`src/logic/tcp_pkg.sv`:
```
// shared constants and types for the timer/counter with prescaler
package tcp_pkg;

  // ==============================
  // timing
  localparam int CLK_PERIOD_NS = 10;
  localparam int TOSC_NS       = 10;
  localparam int TOSC_CYCLES   = (TOSC_NS + CLK_PERIOD_NS - 1) / CLK_PERIOD_NS;
  localparam logic [1:0] PH_Q2 = 2'h1;
  localparam logic [1:0] PH_Q4 = 2'h3;
  localparam logic [1:0] WR_INHIBIT_CYCLES = 2'h2;

  // ==============================
  // register offsets
  localparam logic [7:0] TIMER_COUNT_ADDR  = 8'h01;
  localparam logic [7:0] COMP_CTRL_ADDR    = 8'h07;
  localparam logic [7:0] PRESCALE_CFG_ADDR = 8'h20;
  localparam logic [7:0] PIN_DIR_ADDR      = 8'h21;

  // ==============================
  // reset values
  localparam logic [7:0] TIMER_COUNT_RST  = 8'h00;
  localparam logic [6:0] COMP_CTRL_RST    = 7'h7f;
  localparam logic [7:0] PRESCALE_CFG_RST = 8'hff;
  localparam logic [3:0] PIN_DIR_RST      = 4'hf;
  localparam logic [7:0] PRESCALER_RST    = 8'h00;

  // ==============================
  // field positions
  localparam int CFG_SRC_BIT     = 5;
  localparam int CFG_EDGE_BIT    = 4;
  localparam int CFG_ASSIGN_BIT  = 3;
  localparam int CFG_RATIO_LSB   = 0;
  localparam int CMC_OUT_BIT     = 7;
  localparam int CMC_OUT_DIS_BIT = 6;
  localparam int CMC_CLK_SEL_BIT = 4;
  localparam int DIR_COUNT_PIN   = 2;

  // ==============================
  // types
  typedef struct packed {
    logic       wr;
    logic       rd;
    logic [7:0] addr;
    logic [7:0] wdata;
  } tcp_bus_req_type;

  typedef struct packed {
    logic o;
    logic oe;
  } tcp_pin_drv_type;

  typedef enum logic [1:0] {
    SRC_INSTR = 2'b00,
    SRC_COMP  = 2'b01,
    SRC_PIN   = 2'b10
  } tcp_src_type;

endpackage

```
`src/logic/tcp_timer.sv`:
```
// timer/counter with shared prescaler, register port and assertions
//
// Overview of operation
// - source select 0 counts each instruction cycle when the prescaler is watchdog-assigned
// - count write blocks increments for two cycles
// - source select and comparator clock select both high count the pin
// - edge select 0 rising, 1 falling edge
// - comparator clock select 0 counts comparator output
// - output disable 0 drives comparator onto pin
// - source select 1 overrides pin direction control
// - prescaler serves counter or watchdog, never both
// - counter ratios run from 1:2 to 1:256
// - prescaler is 8 bits, hidden from software
// - count register is 8 bits, read/write
// - external clock divided by prescaler, symmetric output
// - divided source sampled on Q2 and Q4
// - increment 3 to 7 Tosc after edge
// - count writes clear prescaler when counter-assigned
// - watchdog clear clears prescaler and watchdog when watchdog-assigned
// - reset leaves prescaler at all zeros
// - output disable 0 routes comparator to pin
//
// Chosen here: the address-and-strobe port.
`timescale 1ns/10ps

module tcp_timer
  import tcp_pkg::*;
(
  input  wire logic             mclk,
  input  wire logic             rst,
  input  wire tcp_bus_req_type  bus_req,
  output logic [7:0]            rdata,
  input  wire logic             comp_out,
  input  wire logic             count_clock_pin_in,
  output tcp_pin_drv_type       count_clock_pin_drv,
  input  wire logic             pin_latch_data,
  input  wire logic             watchdog_clear_instruction,
  input  wire logic             watchdog_tick,
  output logic                  watchdog_counter_clear,
  output logic                  watchdog_postscale_tick,
  output logic [7:0]            timer_count
);

  // ==============================
  // state
  logic [1:0]      q_reg;
  logic [7:0]      count_reg;
  logic [7:0]      count_next;
  logic [7:0]      cfg_reg;
  logic [6:0]      cmc_reg;
  logic [3:0]      dir_reg;
  logic [7:0]      pre_reg;
  logic [7:0]      pre_next;
  logic [1:0]      inh_reg;
  logic [1:0]      inh_next;
  logic            ext_prev_reg;
  logic            sel_prev_reg;
  logic            samp_reg;
  logic            samp_prev_reg;
  logic [7:0]      rdata_reg;
  logic [7:0]      rdata_next;
  logic            wd_clr_reg;
  logic            wd_tick_reg;
  logic            wd_tick_next;
  tcp_pin_drv_type pin_reg;
  tcp_pin_drv_type pin_next;

  // ==============================
  // bus decode
  wire wr_timer = bus_req.wr && (bus_req.addr == TIMER_COUNT_ADDR);
  wire wr_cmc   = bus_req.wr && (bus_req.addr == COMP_CTRL_ADDR);
  wire wr_cfg   = bus_req.wr && (bus_req.addr == PRESCALE_CFG_ADDR);
  wire wr_dir   = bus_req.wr && (bus_req.addr == PIN_DIR_ADDR);
  wire rd_timer = bus_req.addr == TIMER_COUNT_ADDR;
  wire rd_cmc   = bus_req.addr == COMP_CTRL_ADDR;

  // ==============================
  // configuration fields
  wire       src_sel   = cfg_reg[CFG_SRC_BIT];
  wire       edge_sel  = cfg_reg[CFG_EDGE_BIT];
  wire       to_wdog   = cfg_reg[CFG_ASSIGN_BIT];
  wire [2:0] ratio     = cfg_reg[CFG_RATIO_LSB +: 3];
  wire       cmp_clk   = cmc_reg[CMC_CLK_SEL_BIT];
  wire       cmp_out_n = cmc_reg[CMC_OUT_DIS_BIT];

  // ==============================
  // quarter phases
  wire instr_end = q_reg == PH_Q4;
  wire sample_pt = (q_reg == PH_Q2) || (q_reg == PH_Q4);

  // ==============================
  // count source selection
  tcp_src_type src_mode;
  logic        ext_raw;

  assign src_mode = !src_sel ? SRC_INSTR :
                    !cmp_clk ? SRC_COMP :
                               SRC_PIN;

  // in the fed-back case the pin carries the comparator, so SRC_PIN covers it
  always_comb begin
    case (src_mode)
      SRC_COMP: ext_raw = comp_out;
      SRC_PIN:  ext_raw = count_clock_pin_in;
      default:  ext_raw = 1'b0;
    endcase
  end

  // a falling edge is turned into a rising one by inversion
  wire ext_pol  = ext_raw ^ edge_sel;
  wire ext_rise = ext_pol && !ext_prev_reg;
  wire ext_mode = src_mode != SRC_INSTR;

  // ==============================
  // shared prescaler
  // one counter, steered by the assign bit; the other user never sees it
  wire pre_evt = to_wdog  ? watchdog_tick :
                 ext_mode ? ext_rise : instr_end;
  wire pre_clr = to_wdog ? watchdog_clear_instruction
                         : wr_timer;

  // counter side taps bit n (2^(n+1)), watchdog side bit n-1 (2^n)
  wire [2:0] sel_idx  = to_wdog ? 3'(ratio - 3'h1) : ratio;
  wire       sel_bit  = pre_reg[sel_idx];
  wire       sel_rise = sel_bit && !sel_prev_reg;

  // synchronous stand-in for the ripple divider; bit n is still a
  // square wave, so the sampler sees a symmetric signal
  always_comb begin
    pre_next = pre_reg;
    if (pre_clr) begin
      pre_next = PRESCALER_RST;
    end else if (pre_evt) begin
      pre_next = 8'(pre_reg + 8'h01);
    end
  end

  assign wd_tick_next = to_wdog &&
                        ((ratio == 3'h0) ? watchdog_tick : sel_rise);

  // ==============================
  // q2/q4 sampler
  // limitation: an input shorter than two quarters can be missed
  wire samp_src  = to_wdog ? ext_pol : sel_bit;
  wire samp_rise = sample_pt && samp_reg && !samp_prev_reg;

  // ==============================
  // count register
  wire count_evt = ext_mode ? samp_rise :
                   to_wdog  ? instr_end :
                              sel_rise;
  wire inhibited = inh_reg != 2'h0;

  always_comb begin
    count_next = count_reg;
    if (wr_timer) begin
      count_next = bus_req.wdata;
    end else if (count_evt && !inhibited) begin
      count_next = 8'(count_reg + 8'h01);
    end
  end

  always_comb begin
    inh_next = inh_reg;
    if (wr_timer) begin
      inh_next = WR_INHIBIT_CYCLES;
    end else if (instr_end && inhibited) begin
      inh_next = 2'(inh_reg - 2'h1);
    end
  end

  // ==============================
  // pin steering
  // output disable low wins over the direction latch and source select
  always_comb begin
    if (!cmp_out_n) begin
      pin_next.o  = comp_out;
      pin_next.oe = 1'b1;
    end else begin
      pin_next.o  = pin_latch_data;
      pin_next.oe = !src_sel && !dir_reg[DIR_COUNT_PIN];
    end
  end

  // ==============================
  // read path
  // write-only registers read as zero
  assign rdata_next = !bus_req.rd ? 8'h00 :
                      rd_timer    ? count_reg :
                      rd_cmc      ? {comp_out, cmc_reg} :
                                    8'h00;

  // ==============================
  // flip-flops
  always_ff @(posedge mclk) begin
    if (rst) begin
      q_reg <= 2'h0;
    end else begin
      q_reg <= 2'(q_reg + 2'h1);
    end
  end

  always_ff @(posedge mclk) begin
    if (rst) begin
      cfg_reg <= PRESCALE_CFG_RST;
      cmc_reg <= COMP_CTRL_RST;
      dir_reg <= PIN_DIR_RST;
    end else begin
      if (wr_cfg) begin
        cfg_reg <= bus_req.wdata;
      end
      if (wr_cmc) begin
        cmc_reg <= bus_req.wdata[6:0];
      end
      if (wr_dir) begin
        dir_reg <= bus_req.wdata[3:0];
      end
    end
  end

  always_ff @(posedge mclk) begin
    if (rst) begin
      // previous levels start high: an idle high pin must not look like an edge
      pre_reg      <= PRESCALER_RST;
      sel_prev_reg <= 1'b1;
      ext_prev_reg <= 1'b1;
    end else begin
      pre_reg      <= pre_next;
      sel_prev_reg <= sel_bit;
      ext_prev_reg <= ext_pol;
    end
  end

  always_ff @(posedge mclk) begin
    if (rst) begin
      // both high, so the first count needs a sampled low before a high
      samp_reg      <= 1'b1;
      samp_prev_reg <= 1'b1;
    end else if (sample_pt) begin
      samp_reg      <= samp_src;
      samp_prev_reg <= samp_reg;
    end
  end

  always_ff @(posedge mclk) begin
    if (rst) begin
      count_reg <= TIMER_COUNT_RST;
      inh_reg   <= 2'h0;
    end else begin
      count_reg <= count_next;
      inh_reg   <= inh_next;
    end
  end

  always_ff @(posedge mclk) begin
    if (rst) begin
      rdata_reg   <= 8'h00;
      wd_clr_reg  <= 1'b0;
      wd_tick_reg <= 1'b0;
      pin_reg     <= '0;
    end else begin
      rdata_reg   <= rdata_next;
      wd_clr_reg  <= to_wdog && watchdog_clear_instruction;
      wd_tick_reg <= wd_tick_next;
      pin_reg     <= pin_next;
    end
  end

  assign rdata                   = rdata_reg;
  assign timer_count             = count_reg;
  assign watchdog_counter_clear  = wd_clr_reg;
  assign watchdog_postscale_tick = wd_tick_reg;
  assign count_clock_pin_drv     = pin_reg;
endmodule

```
`config.mk`:
```
export PLATFORM = sky130hd
export DESIGN_NAME = tcp_timer
export DESIGN_NICKNAME = d
export VERILOG_FILES = /design/src/logic/tcp_pkg.sv /design/src/logic/tcp_timer.sv
export SDC_FILE = /design/constraint.sdc
export NUM_CORES = 1
export LEC_CHECK = 0
export CORE_UTILIZATION = 56
export DETAILED_ROUTE_END_ITERATION = 8
export DONT_BUFFER_PORTS = 1
export HOLD_SLACK_MARGIN = 0.05
export PLACE_DENSITY_LB_ADDON = 0.08
export SYNTH_ARGS = -nofsm -noshare
export SYNTH_HDL_FRONTEND = slang
export SYNTH_SLANG_ARGS = --single-unit
```
`constraint.sdc`:
```
create_clock -name mclk -period 2 [get_ports mclk]
set_input_delay 0.2 -clock mclk [delete_from_list [all_inputs] [get_ports mclk]]
set_output_delay 0.2 -clock mclk [all_outputs]
set_load 0.005 [all_outputs]
```
* After elaboration in Yosys (flattened, before gate mapping)
Index checks and enable logic that the tools add are counted.
** Word-level totals
- Register bits after elaboration :: 52
- Input port bits :: 25
- Output and inout bits :: 20
- Logic and storage cells :: 81
** Cells by class
- Add/subtract/negate cells :: 5
- $lt $le $gt $ge :: 1
- Equal/unequal tests :: 8
- Multiplexer cells :: 20
- Bitwise logic cells :: 2
- Reductions and logical operators :: 28
** Operator list (count)
- $mux W8 :: 4
- $add A8 B1 Y8 const B :: 2
- $eq A8 B6 Y1 const B :: 2
- $logic_and A1 B1 Y1 :: 13
- $mux W2 :: 5
- $eq A8 B1 Y1 const B :: 1
- $eq A8 B3 Y1 const B :: 1
- $mux W1 :: 8
- $reduce_bool A2 Y1 :: 4
- $logic_not A1 Y1 :: 6
- $reduce_or A2 Y1 :: 3
- $eq A2 B1 Y1 const B :: 2
- $eq A2 B2 Y1 const B :: 2
- $lt A3 B4 Y1 const B :: 1
- $bmux W1 S3 :: 1
- $logic_not A3 Y1 :: 1
- $mux W3 :: 1
- $sub A3 B1 Y3 const B :: 1
- $add A2 B1 Y2 const B :: 1
- $pmux W1 S2 :: 1
- $sub A2 B1 Y2 const B :: 1
- $logic_or A1 B1 Y1 :: 1
- $not A1 Y1 :: 1
- $xor A1 B1 Y1 :: 1

* Depth between registers and ports, before layout
Gate-level depths: netlist of run 1.
- Word-level depth :: 10
- Depth in mapped cells :: 10
- Mapped depth without buffers :: 9

* Worst setup path before layout of run 1
OpenSTA, ideal clock, no wires.
- Kind :: register to register
- Start point :: reg cfg_reg[0]
- End point :: reg count_reg[6], in the netlist timer_count[6]
- Library setup time :: 91 ps
- Arrival :: 2071 ps
- Required time :: 1909 ps
- Path slack :: -162 ps
- Stages on the path, launching flop included :: 11
- Path buffers :: 1
- Clock period less this slack :: 2162 ps
- Cells stage by stage :: dfxtp_1 inv_1 ha_1 and3_1 o21ai_0 nand4_1 nand4b_1 o211ai_2 buf_4 a31o_1 a311oi_1
** On the way
- Word-level cells in the longest chain between the ends :: 9
** RTL lines
- start: declaration :: line tcp_timer.sv:49 : logic [7:0] cfg_reg;
- start signal: assignment :: line tcp_timer.sv:210 : cfg_reg <= bus_req.wdata;
- $sub A3 B1 Y3 :: line tcp_timer.sv:123 : wire [2:0] sel_idx = to_wdog ? 3'(ratio - 3'h1) : ratio;
- $mux W3 * :: line tcp_timer.sv:123
- $bmux W1 S3 * :: line tcp_timer.sv:124 : wire sel_bit = pre_reg[sel_idx];
- $mux W1 (not written as such) * :: line tcp_timer.sv:124
- $logic_and A1 B1 Y1 * :: line tcp_timer.sv:125 : wire sel_rise = sel_bit && !sel_prev_reg;
- $mux W1 * :: line tcp_timer.sv:150 : to_wdog ? instr_end :
- $mux W1 * :: line tcp_timer.sv:149 : wire count_evt = ext_mode ? samp_rise :
- $logic_and A1 B1 Y1 * :: line tcp_timer.sv:158 : end else if (count_evt && !inhibited) begin
- $reduce_bool A2 Y1 (no line) *
- end signal: assignment :: line tcp_timer.sv:250 : count_reg <= count_next;
- end: declaration :: line tcp_timer.sv:47 : logic [7:0] count_reg;
Mark *: on every way between the ends. The rest lies on a longest branch, timed or not. The select of a mux whose other input is x is not followed.
A chain may end at the register's enable or synchronous reset.

* Worst setup path after layout of run 1
- Start point :: reg cfg_reg[0]
- End point :: reg count_reg[4], in the netlist timer_count[4]
The elaborated chain is that of the path after synthesis.

==> run summary, run 1 <==
Detailed router's first-iteration violation count: 139. Count of pins on the block boundary: 45. The total track usage was 0.264; the area fraction in compound gates after synthesis was 0.139. Once layout is complete, the cells apart from fillers number 358. Summing every instance area after synthesis gives 0.00240 sq mm.

The die area was 0.00456 sq mm. Parity-gate share of the synthesized area counting xor and xnor cells: 0.0328. Summed over all instances, the cell type with the most area after synthesis is sky130_fd_sc_hd__dfxtp_1. The delay of the slowest critical-path stage was 460 ps; the post-synthesis average cell area was 8.68 sq um. The proportion of synthesized chip area in sequential cells is 0.416, and the flip-flop and latch count after synthesis is 50. The worst path arrival time is 2420 ps. The worst setup path endpoint was timer_count[4]. At the pin with the least slew margin, the transition time is 638 ps. The via-per-instance ratio is 5.91, and the number of distinct library cell variants in the gate-level netlist after synthesis is 55. The detail route stage leaves a number of antenna-violating nets equal to 0. The basic-gate share of the synthesized area counting and, or, nand and nor cells came out at 0.290. Fraction of the cycle the final worst path needs: 1.08.

The critical path start-end classification is register to register. In the synthesized netlist, the cells that appear most often are 50 x sky130_fd_sc_hd__dfxtp_1, 32 x sky130_fd_sc_hd__nor2_1, 31 x sky130_fd_sc_hd__nand2_1. The first global-routing pass estimated 8830 um of wire.

The final layout contains routed wiring with a total length of 5620 um. Clock skew: 12.3 ps. In this run the clock root is driven by a sky130_fd_sc_hd__clkbuf_8. In the routed design, unresolved DRC markers number 0. After technology mapping, the gate count stands at 277.

Tracing the worst setup path back leads to its startpoint at cfg_reg[0]. In this run the vertical extent of the chip is 67.5 um. The largest fanout on the critical path was 5. The post-synthesis net count is 309. The number of antenna violations at the first check in global routing is 0. Slowest cell on the critical path: sky130_fd_sc_hd__or4b_1. The worst register-to-register path has a setup slack of -150 ps. The layout has 331 filler cells. The run gives 50 as the total number of clock tree sinks. The path class of the lowest-slack min-delay path is primary input to register. The max-slew headroom at the worst pin came out at 0.574. Measured along the x axis, the die boundary spans 67.5 um.

The run gives 2 as the clock tree buffer depth. The logs give 23 for the cell row count and 4 for the number of search-and-repair iterations in the first detailed-routing pass. Detailed placement finished with a half-perimeter wire length of 3890 um. The async set or reset register ratio after synthesis came out at 0. The signal on the critical path passes through inv_4, ha_4, and3b_1, o21ai_1, nand4_1, nand4b_1, o211ai_4, buf_6, or4b_1, nand3_1. The run finished, with violations left.

STA puts the critical path data required time at 2270 ps. The worst setup slack after layout is -151 ps. By area the synthesized netlist is led by sky130_fd_sc_hd__dfxtp_1 42%, sky130_fd_sc_hd__nor2_1 5.0%, sky130_fd_sc_hd__nand2_1 4.8%. The area overhead of the layout relative to synthesis was 18.9%.

Grouping stages by cell kind, the critical path spends the most delay in simple AND/OR/NAND/NOR gates. The number of cells on the worst reg-to-reg path came out at 10. The run gives 10 as the count of final setup violators. The clock latency of the later-clocked register in the worst-skew pair is 320 ps, and the fraction of layout cells with a size suffix above 1 is 0.182.

The routed length per placed instance was 15.7 um; the final max-slew violation count was 0. Entering global routing, the biggest net connects 18 pins. VDD sags by at most 0.422 mV. The final hold violation count was 0; the number of nets at the end of the flow was 339. Deepest level of the CTS H-tree: 2. The total number of cells along the worst setup path works out to 10. For the number of buffers inserted during clock tree synthesis, the log shows 5. Max-cap violations in this run came to 0. Capture instance of the worst register-to-register path: timer_count[4]. The initial cell density of the core is 0.593, and the top-area cell type share of the netlist area is 0.416. The checks that failed: negative setup slack. Kind of launch point of the worst setup path: a register. The run gives 0.705 as the final core area utilization. The smallest clock period supported by the final layout is computed as 2150 ps. TritonCTS built the clock tree. Including well taps, the total number of placed cells is 333.

Power spread over the standard cell area amounts to 625 mW/mm^2. Via count of the first global-routing pass: 1817. For this run, the number of Yosys warnings is 0. The routed layout has 2114 vias. Setup repair after global routing could not meet its margin everywhere.

The number of I/O port buffers was 0; the overall power was 0.00179 W. Static power due to leakage: 1.15 nW. The clock edge transition at the registers on the reported setup and hold paths was 100 ps; the number of buffers and inverters on the critical path was 2. The routability-driven placement congestion ratio is 0.830. The portion of netlist area occupied by mux cells works out to 0.0442.

For the fmax, the log shows 465 MHz. Among all flip-flop cells after synthesis, the most frequent one is sky130_fd_sc_hd__dfxtp_1. The startpoint identified for the worst register-to-register timing path is cfg_reg[0].

The most common cell in the synthesized netlist is sky130_fd_sc_hd__dfxtp_1. In this run the standard cell core region covers 0.00406 sq mm. The adder-cell area share of the yosys netlist was 0.0364. The repair_antennas step left the layout with diodes totalling 0. STA classifies the critical path endpoint as a register. Number of flops mapped to enable cells by yosys: 0. The dominant combinational cell family by area after synthesis is simple AND/OR/NAND/NOR gates.

The total congestion overflow after global routing was 0.
[cell usage in the layout (no fill, tap or decap), drive strengths merged, types with 2 or more instances in the layout]
cell type / n
a311oi: 4
mux2i: 8
or3: 2
a21bo: 2
nand3b: 2
nor2b: 3
o211ai: 4
dfxtp: 50
a22oi: 8
ha: 7
xor2: 4
xnor2: 5
mux2: 2
or4b: 2
and3: 8
nand3: 16
dlygate4sd3: 11
nand2: 31
and3b: 3
nor2: 34
and4: 2
buf: 23
clkbuf: 5
inv: 12
a21oi: 6
nand4: 9
o21ai: 17
nor3: 6
a211oi: 2
nor3b: 4
and2: 3
[logic make-up (layout without fill, tap and decap cells)]
family                   count (synthesis)  after routing
multiplexers                            10             10
buffers and inverters                   21             52
flip-flops                              50             50
XOR/XNOR                                 9              9
adder cells (fa/ha/maj)                  7              7
AND/OR/NAND/NOR                        131            131
AO/OA/AOI/OAI                           49             49
[stage by stage]
step / hold WS, ps / setup WS, ps / instance area, sq um / setup TNS, ps
after floorplan: 324 / 9.75 / 2430 / 0
after global placement: 270 / -135 / 2550 / -786
after detailed placement: 275 / -217 / 2550 / -1370
after CTS: 51.3 / -148 / 2820 / -688
after global routing: 66.6 / -290 / 2860 / -2130
final: 51.4 / -151 / 2860 / -771
[layer usage]
metal,part of all wire,vias up,global-route usage
met2,0.45,69,0.385
met4,0.013,0,0.0771
li1,-,1046,-
met1,0.47,991,0.378
met3,0.073,8,0.0676
met5,0,-,0
[worst min-delay path by stage]
stage | startpoint | to | slack, ps | cells after the start
after floorplan | bus_req[2] | cmc_reg[2] | 320 | 2
after global placement | rst | q_reg[1] | 270 | 1
after detailed placement | rst | timer_count[7] | 270 | 1
after CTS | rst | timer_count[5] | 50 | 2
after global routing | comp_out | rdata[7] | 70 | 2
final | rst | timer_count[5] | 50 | 2
[timing repair]
item	in CTS	in global routing
endpoints found under the hold margin	29	0
hold buffers	11	0
pin swaps	15	5
cloned	0	0
resized for setup	10	6
buffers inserted	4	2
endpoints found under the setup margin	8	11
[power breakdown]
group | internal, W | switching [W] | leakage, nW
clock | 0.000254 | 0.000372 | 0.0491
combinational | 0.0000688 | 0.0000640 | 0.692
sequential | 0.00101 | 0.0000164 | 0.405
[final cells by class]
type                    count  area (sq um)  share of cell area
clock inverters             3          23.8             0.00832
multi-input cells         206          1350               0.474
flip-flops and latches     50          1010               0.352
well taps                  50          62.6              0.0219
inverters                  10          40.0              0.0140
repair buffers             34           303               0.106
clock buffers               5          68.8              0.0241
(Power assumes the default switching activity.)
==> run 2, diff against run 1 <==
--- a/config.mk
+++ b/config.mk
@@ -10,6 +10,8 @@
 export DONT_BUFFER_PORTS = 1
 export HOLD_SLACK_MARGIN = 0.05
 export PLACE_DENSITY_LB_ADDON = 0.08
+export RECOVER_POWER = 50
+export SKIP_CTS_REPAIR_TIMING = 1
 export SYNTH_ARGS = -nofsm -noshare
 export SYNTH_HDL_FRONTEND = slang
 export SYNTH_SLANG_ARGS = --single-unit
==> run 2 against run 1 <==
  * The run ends with negative hold slack, negative setup slack left
  * Flip-flop and latch count did not move
  * Count of clock-buffer cells in the layout did not move
  * Combinational power fell by 9.8%
  * Highest routed layer unchanged
==> run summary, run 2 (synthesis results as in run 1) <==
The total number of clock tree sinks was 50 (unchanged); the via-per-instance ratio was 5.87 (-0.52%). The number of nets at the end of the flow came out at 339 (unchanged). The run gives 3890 um (unchanged) as the sum of net half-perimeters after detailed placement.

The number of cells on the worst reg-to-reg path works out to 10 (unchanged). The static power due to leakage is 1.14 nW (-0.40%), and the number of placed cells counting well taps is 333 (unchanged). The most common cell after layout, fill and taps aside is sky130_fd_sc_hd__dfxtp_1. The final max-slew violation count is 0 (unchanged), and the final critical path time including I/O delays and setup is 2130 ps (-19.6 ps). The instance count along the most critical hold path was 1 (-1).

For the core footprint, the log shows 0.00406 sq mm (unchanged). The worst setup path is captured at a register. Setup repair after global routing could not meet its margin everywhere. The worst hold path begins at rst. The first-pass GRT wire length was 8430 um (-4.5%). In this run the clock root is driven by a sky130_fd_sc_hd__clkbuf_8. The total congestion overflow after global routing is 0 (unchanged).

The run gives 0 (unchanged) as the antenna diode instance count. The run finished, with violations left. The routed wire length is 5510 um (-2.0%).

The worst-case hold slack is -69.9 ps (-121 ps), and the initial cell density of the core is 0.593 (unchanged). The logs give 4 (unchanged) for the number of search-and-repair iterations in the first detailed-routing pass and 21 (+3) for the largest net degree at the start of global routing. The area of all sequential standard cells was 0.00101 sq mm (unchanged); the routability-driven placement congestion ratio was 0.830 (unchanged). Actual slew at the worst max-slew pin: 516 ps (-121 ps). The count of final setup violators was 10 (unchanged). The tools report the worst setup slack after layout as -132 ps (+19.6 ps). The family of cells with the greatest summed delay on the critical path was compound AO/OA/AOI/OAI gates. The clock edge transition at the registers on the reported setup and hold paths came out at 100 ps (about the same). The area occupied by multi-input gates is 0.00133 sq mm (-1.6%), and the register-to-register setup slack is -130 ps (+20 ps). Fraction of the cycle the final worst path needs: 1.07 (-0.00981). The checks that failed: negative hold slack, negative setup slack. The highest ir drop seen on vdd is 0.437 mV (+3.4%), and the fraction of layout cells with a size suffix above 1 is 0.156 (-0.0260).

The run gives 1737 (-4.4%) as the via count of the first global-routing pass. The clock skew came out at 13.4 ps (+1.02 ps). The tools report the cell row count as 23 (unchanged). The tools report the die area as 0.00456 sq mm (unchanged). TritonCTS built the clock tree. The startpoint of the most critical register-to-register path is cfg_reg[0].

For the number of antenna violations at the first check in global routing, the log shows 0 (unchanged). The area overhead of the layout relative to synthesis came out at 18.0%. The final core area utilization is 0.699 (-0.00524), and the max-slew headroom at the worst pin is 0.656 (+0.0820).

The worst register-to-register path ends at timer_count[6]. The worst path arrival time was 2370 ps (-50 ps); the count of pins on the block boundary was 45 (unchanged). The largest fanout on the critical path is 7 (+2).

Leaving out fill and tap cells, the most frequent cells in the layout are 47 x sky130_fd_sc_hd__dfxtp_1, 32 x sky130_fd_sc_hd__nor2_1, 31 x sky130_fd_sc_hd__nand2_1. The tools report the worst hold path endpoint as timer_count[3]. Number of maximum-capacitance violations: 0 (unchanged). The via count of the routed design was 2103 (-0.52%). The number of buffers and inverters on the critical path came out at 2 (unchanged).

The final routed DRC violation total came out at 0 (unchanged). The width of the die came out at 67.5 um (unchanged). The die extent in y was 67.5 um (unchanged); the fmax was 469 MHz (+0.92%). Number of I/O port buffers: 0 (unchanged).

For the total track usage, the log shows 0.251 (-0.0134). Traced cell by cell, the critical path runs through inv_4, ha_4, and3b_1, o21ai_1, nand4_1, nand4b_1, o211ai_4, buf_12, a31o_1, a311oi_1. For the deepest level of the CTS H-tree, the log shows 2 (unchanged). Power per cell area: 625 mW/mm^2 (about the same). The tools report the number of non-filler instances in the completed layout as 358 (unchanged).

The logs give 0 (unchanged) for the post-detailed-route count of antenna-violating nets and 2240 ps (-30 ps) for the required time at the endpoint of the critical path. The clock latency of the later-clocked register in the worst-skew pair came out at 320 ps (about the same). The run gives 5 (unchanged) as the number of buffers inserted during clock tree synthesis. Delay of the slowest critical-path stage: 370 ps (-90 ps). The run gives 2 (unchanged) as the clock tree buffer depth. Slowest cell on the critical path: sky130_fd_sc_hd__dfxtp_4. The filler cell count was 333 (+0.60%); the routed length per placed instance was 15.4 um (-2.0%). The tools report the final hold violation count as 7 (+7).

Critical path start-end classification: register to register. The worst hold path belongs to the class primary input to register. Detailed router's first-iteration violation count: 145 (+4.3%).

The tools report the kind of launch point of the worst setup path as a register.
[run 2: worst register-to-register path: stages (launching register included)]
cell and delay (ps):
sky130_fd_sc_hd__dfxtp_4 370, sky130_fd_sc_hd__inv_4 40, sky130_fd_sc_hd__ha_4 240, sky130_fd_sc_hd__and3b_1 200
sky130_fd_sc_hd__o21ai_1 140, sky130_fd_sc_hd__nand4_1 150, sky130_fd_sc_hd__nand4b_1 180, sky130_fd_sc_hd__o211ai_4 150
sky130_fd_sc_hd__buf_12 170, sky130_fd_sc_hd__a31o_1 190, sky130_fd_sc_hd__a311oi_1 230
[run 2: final cells by class]
type,count,area share
Tap cell,50,0.0220
Clock inverter,3,0.00838
Timing Repair Buffer,34,0.107
Inverter,10,0.0141
Sequential cell,50,0.355
Multi-Input combinational cell,206,0.470
Clock buffer,5,0.0243
[run 2: routing by layer]
layer  routed length [um]  GRT usage  part of all wire  up-vias
li1                     -          -                 -     1044
met2                 2400      0.349              0.44       71
met1                 2680      0.366              0.49      976
met5                    0          0                 0        -
met3                  355     0.0693             0.064       12
met4                   75     0.0824             0.014        0
[run 2: worst max path at each step]
stage                     from              to  slack [ps]  cells after the start
floorplan           cfg_reg[1]  timer_count[6]          10                     10
global placement    cfg_reg[1]  timer_count[4]        -140                      9
detailed placement  cfg_reg[1]  timer_count[4]        -220                      9
CTS                 cfg_reg[1]  timer_count[4]        -230                      9
global route        cfg_reg[0]  timer_count[2]        -240                     10
finish              cfg_reg[0]  timer_count[6]        -130                     10
[run 2: power breakdown]
group	leakage, nW	internal, W	switching, W
logic	0.687	0.0000642	0.0000563
registers	0.405	0.00101	0.0000163
clock network	0.0491	0.000254	0.000372
[run 2: metrics by stage]
step / setup WS [ps] / total power, W / setup TNS (ps) / cell area [sq um]
2_1_floorplan: 9.75 / 0.00112 / 0 / 2430
3_3_place_gp: -135 / 0.00114 / -786 / 2550
3_5_place_dp: -217 / 0.00114 / -1370 / 2550
4_1_cts: -231 / 0.00175 / -1480 / 2640
5_1_grt: -242 / 0.00183 / -2090 / 2840
6_report: -132 / 0.00177 / -849 / 2840
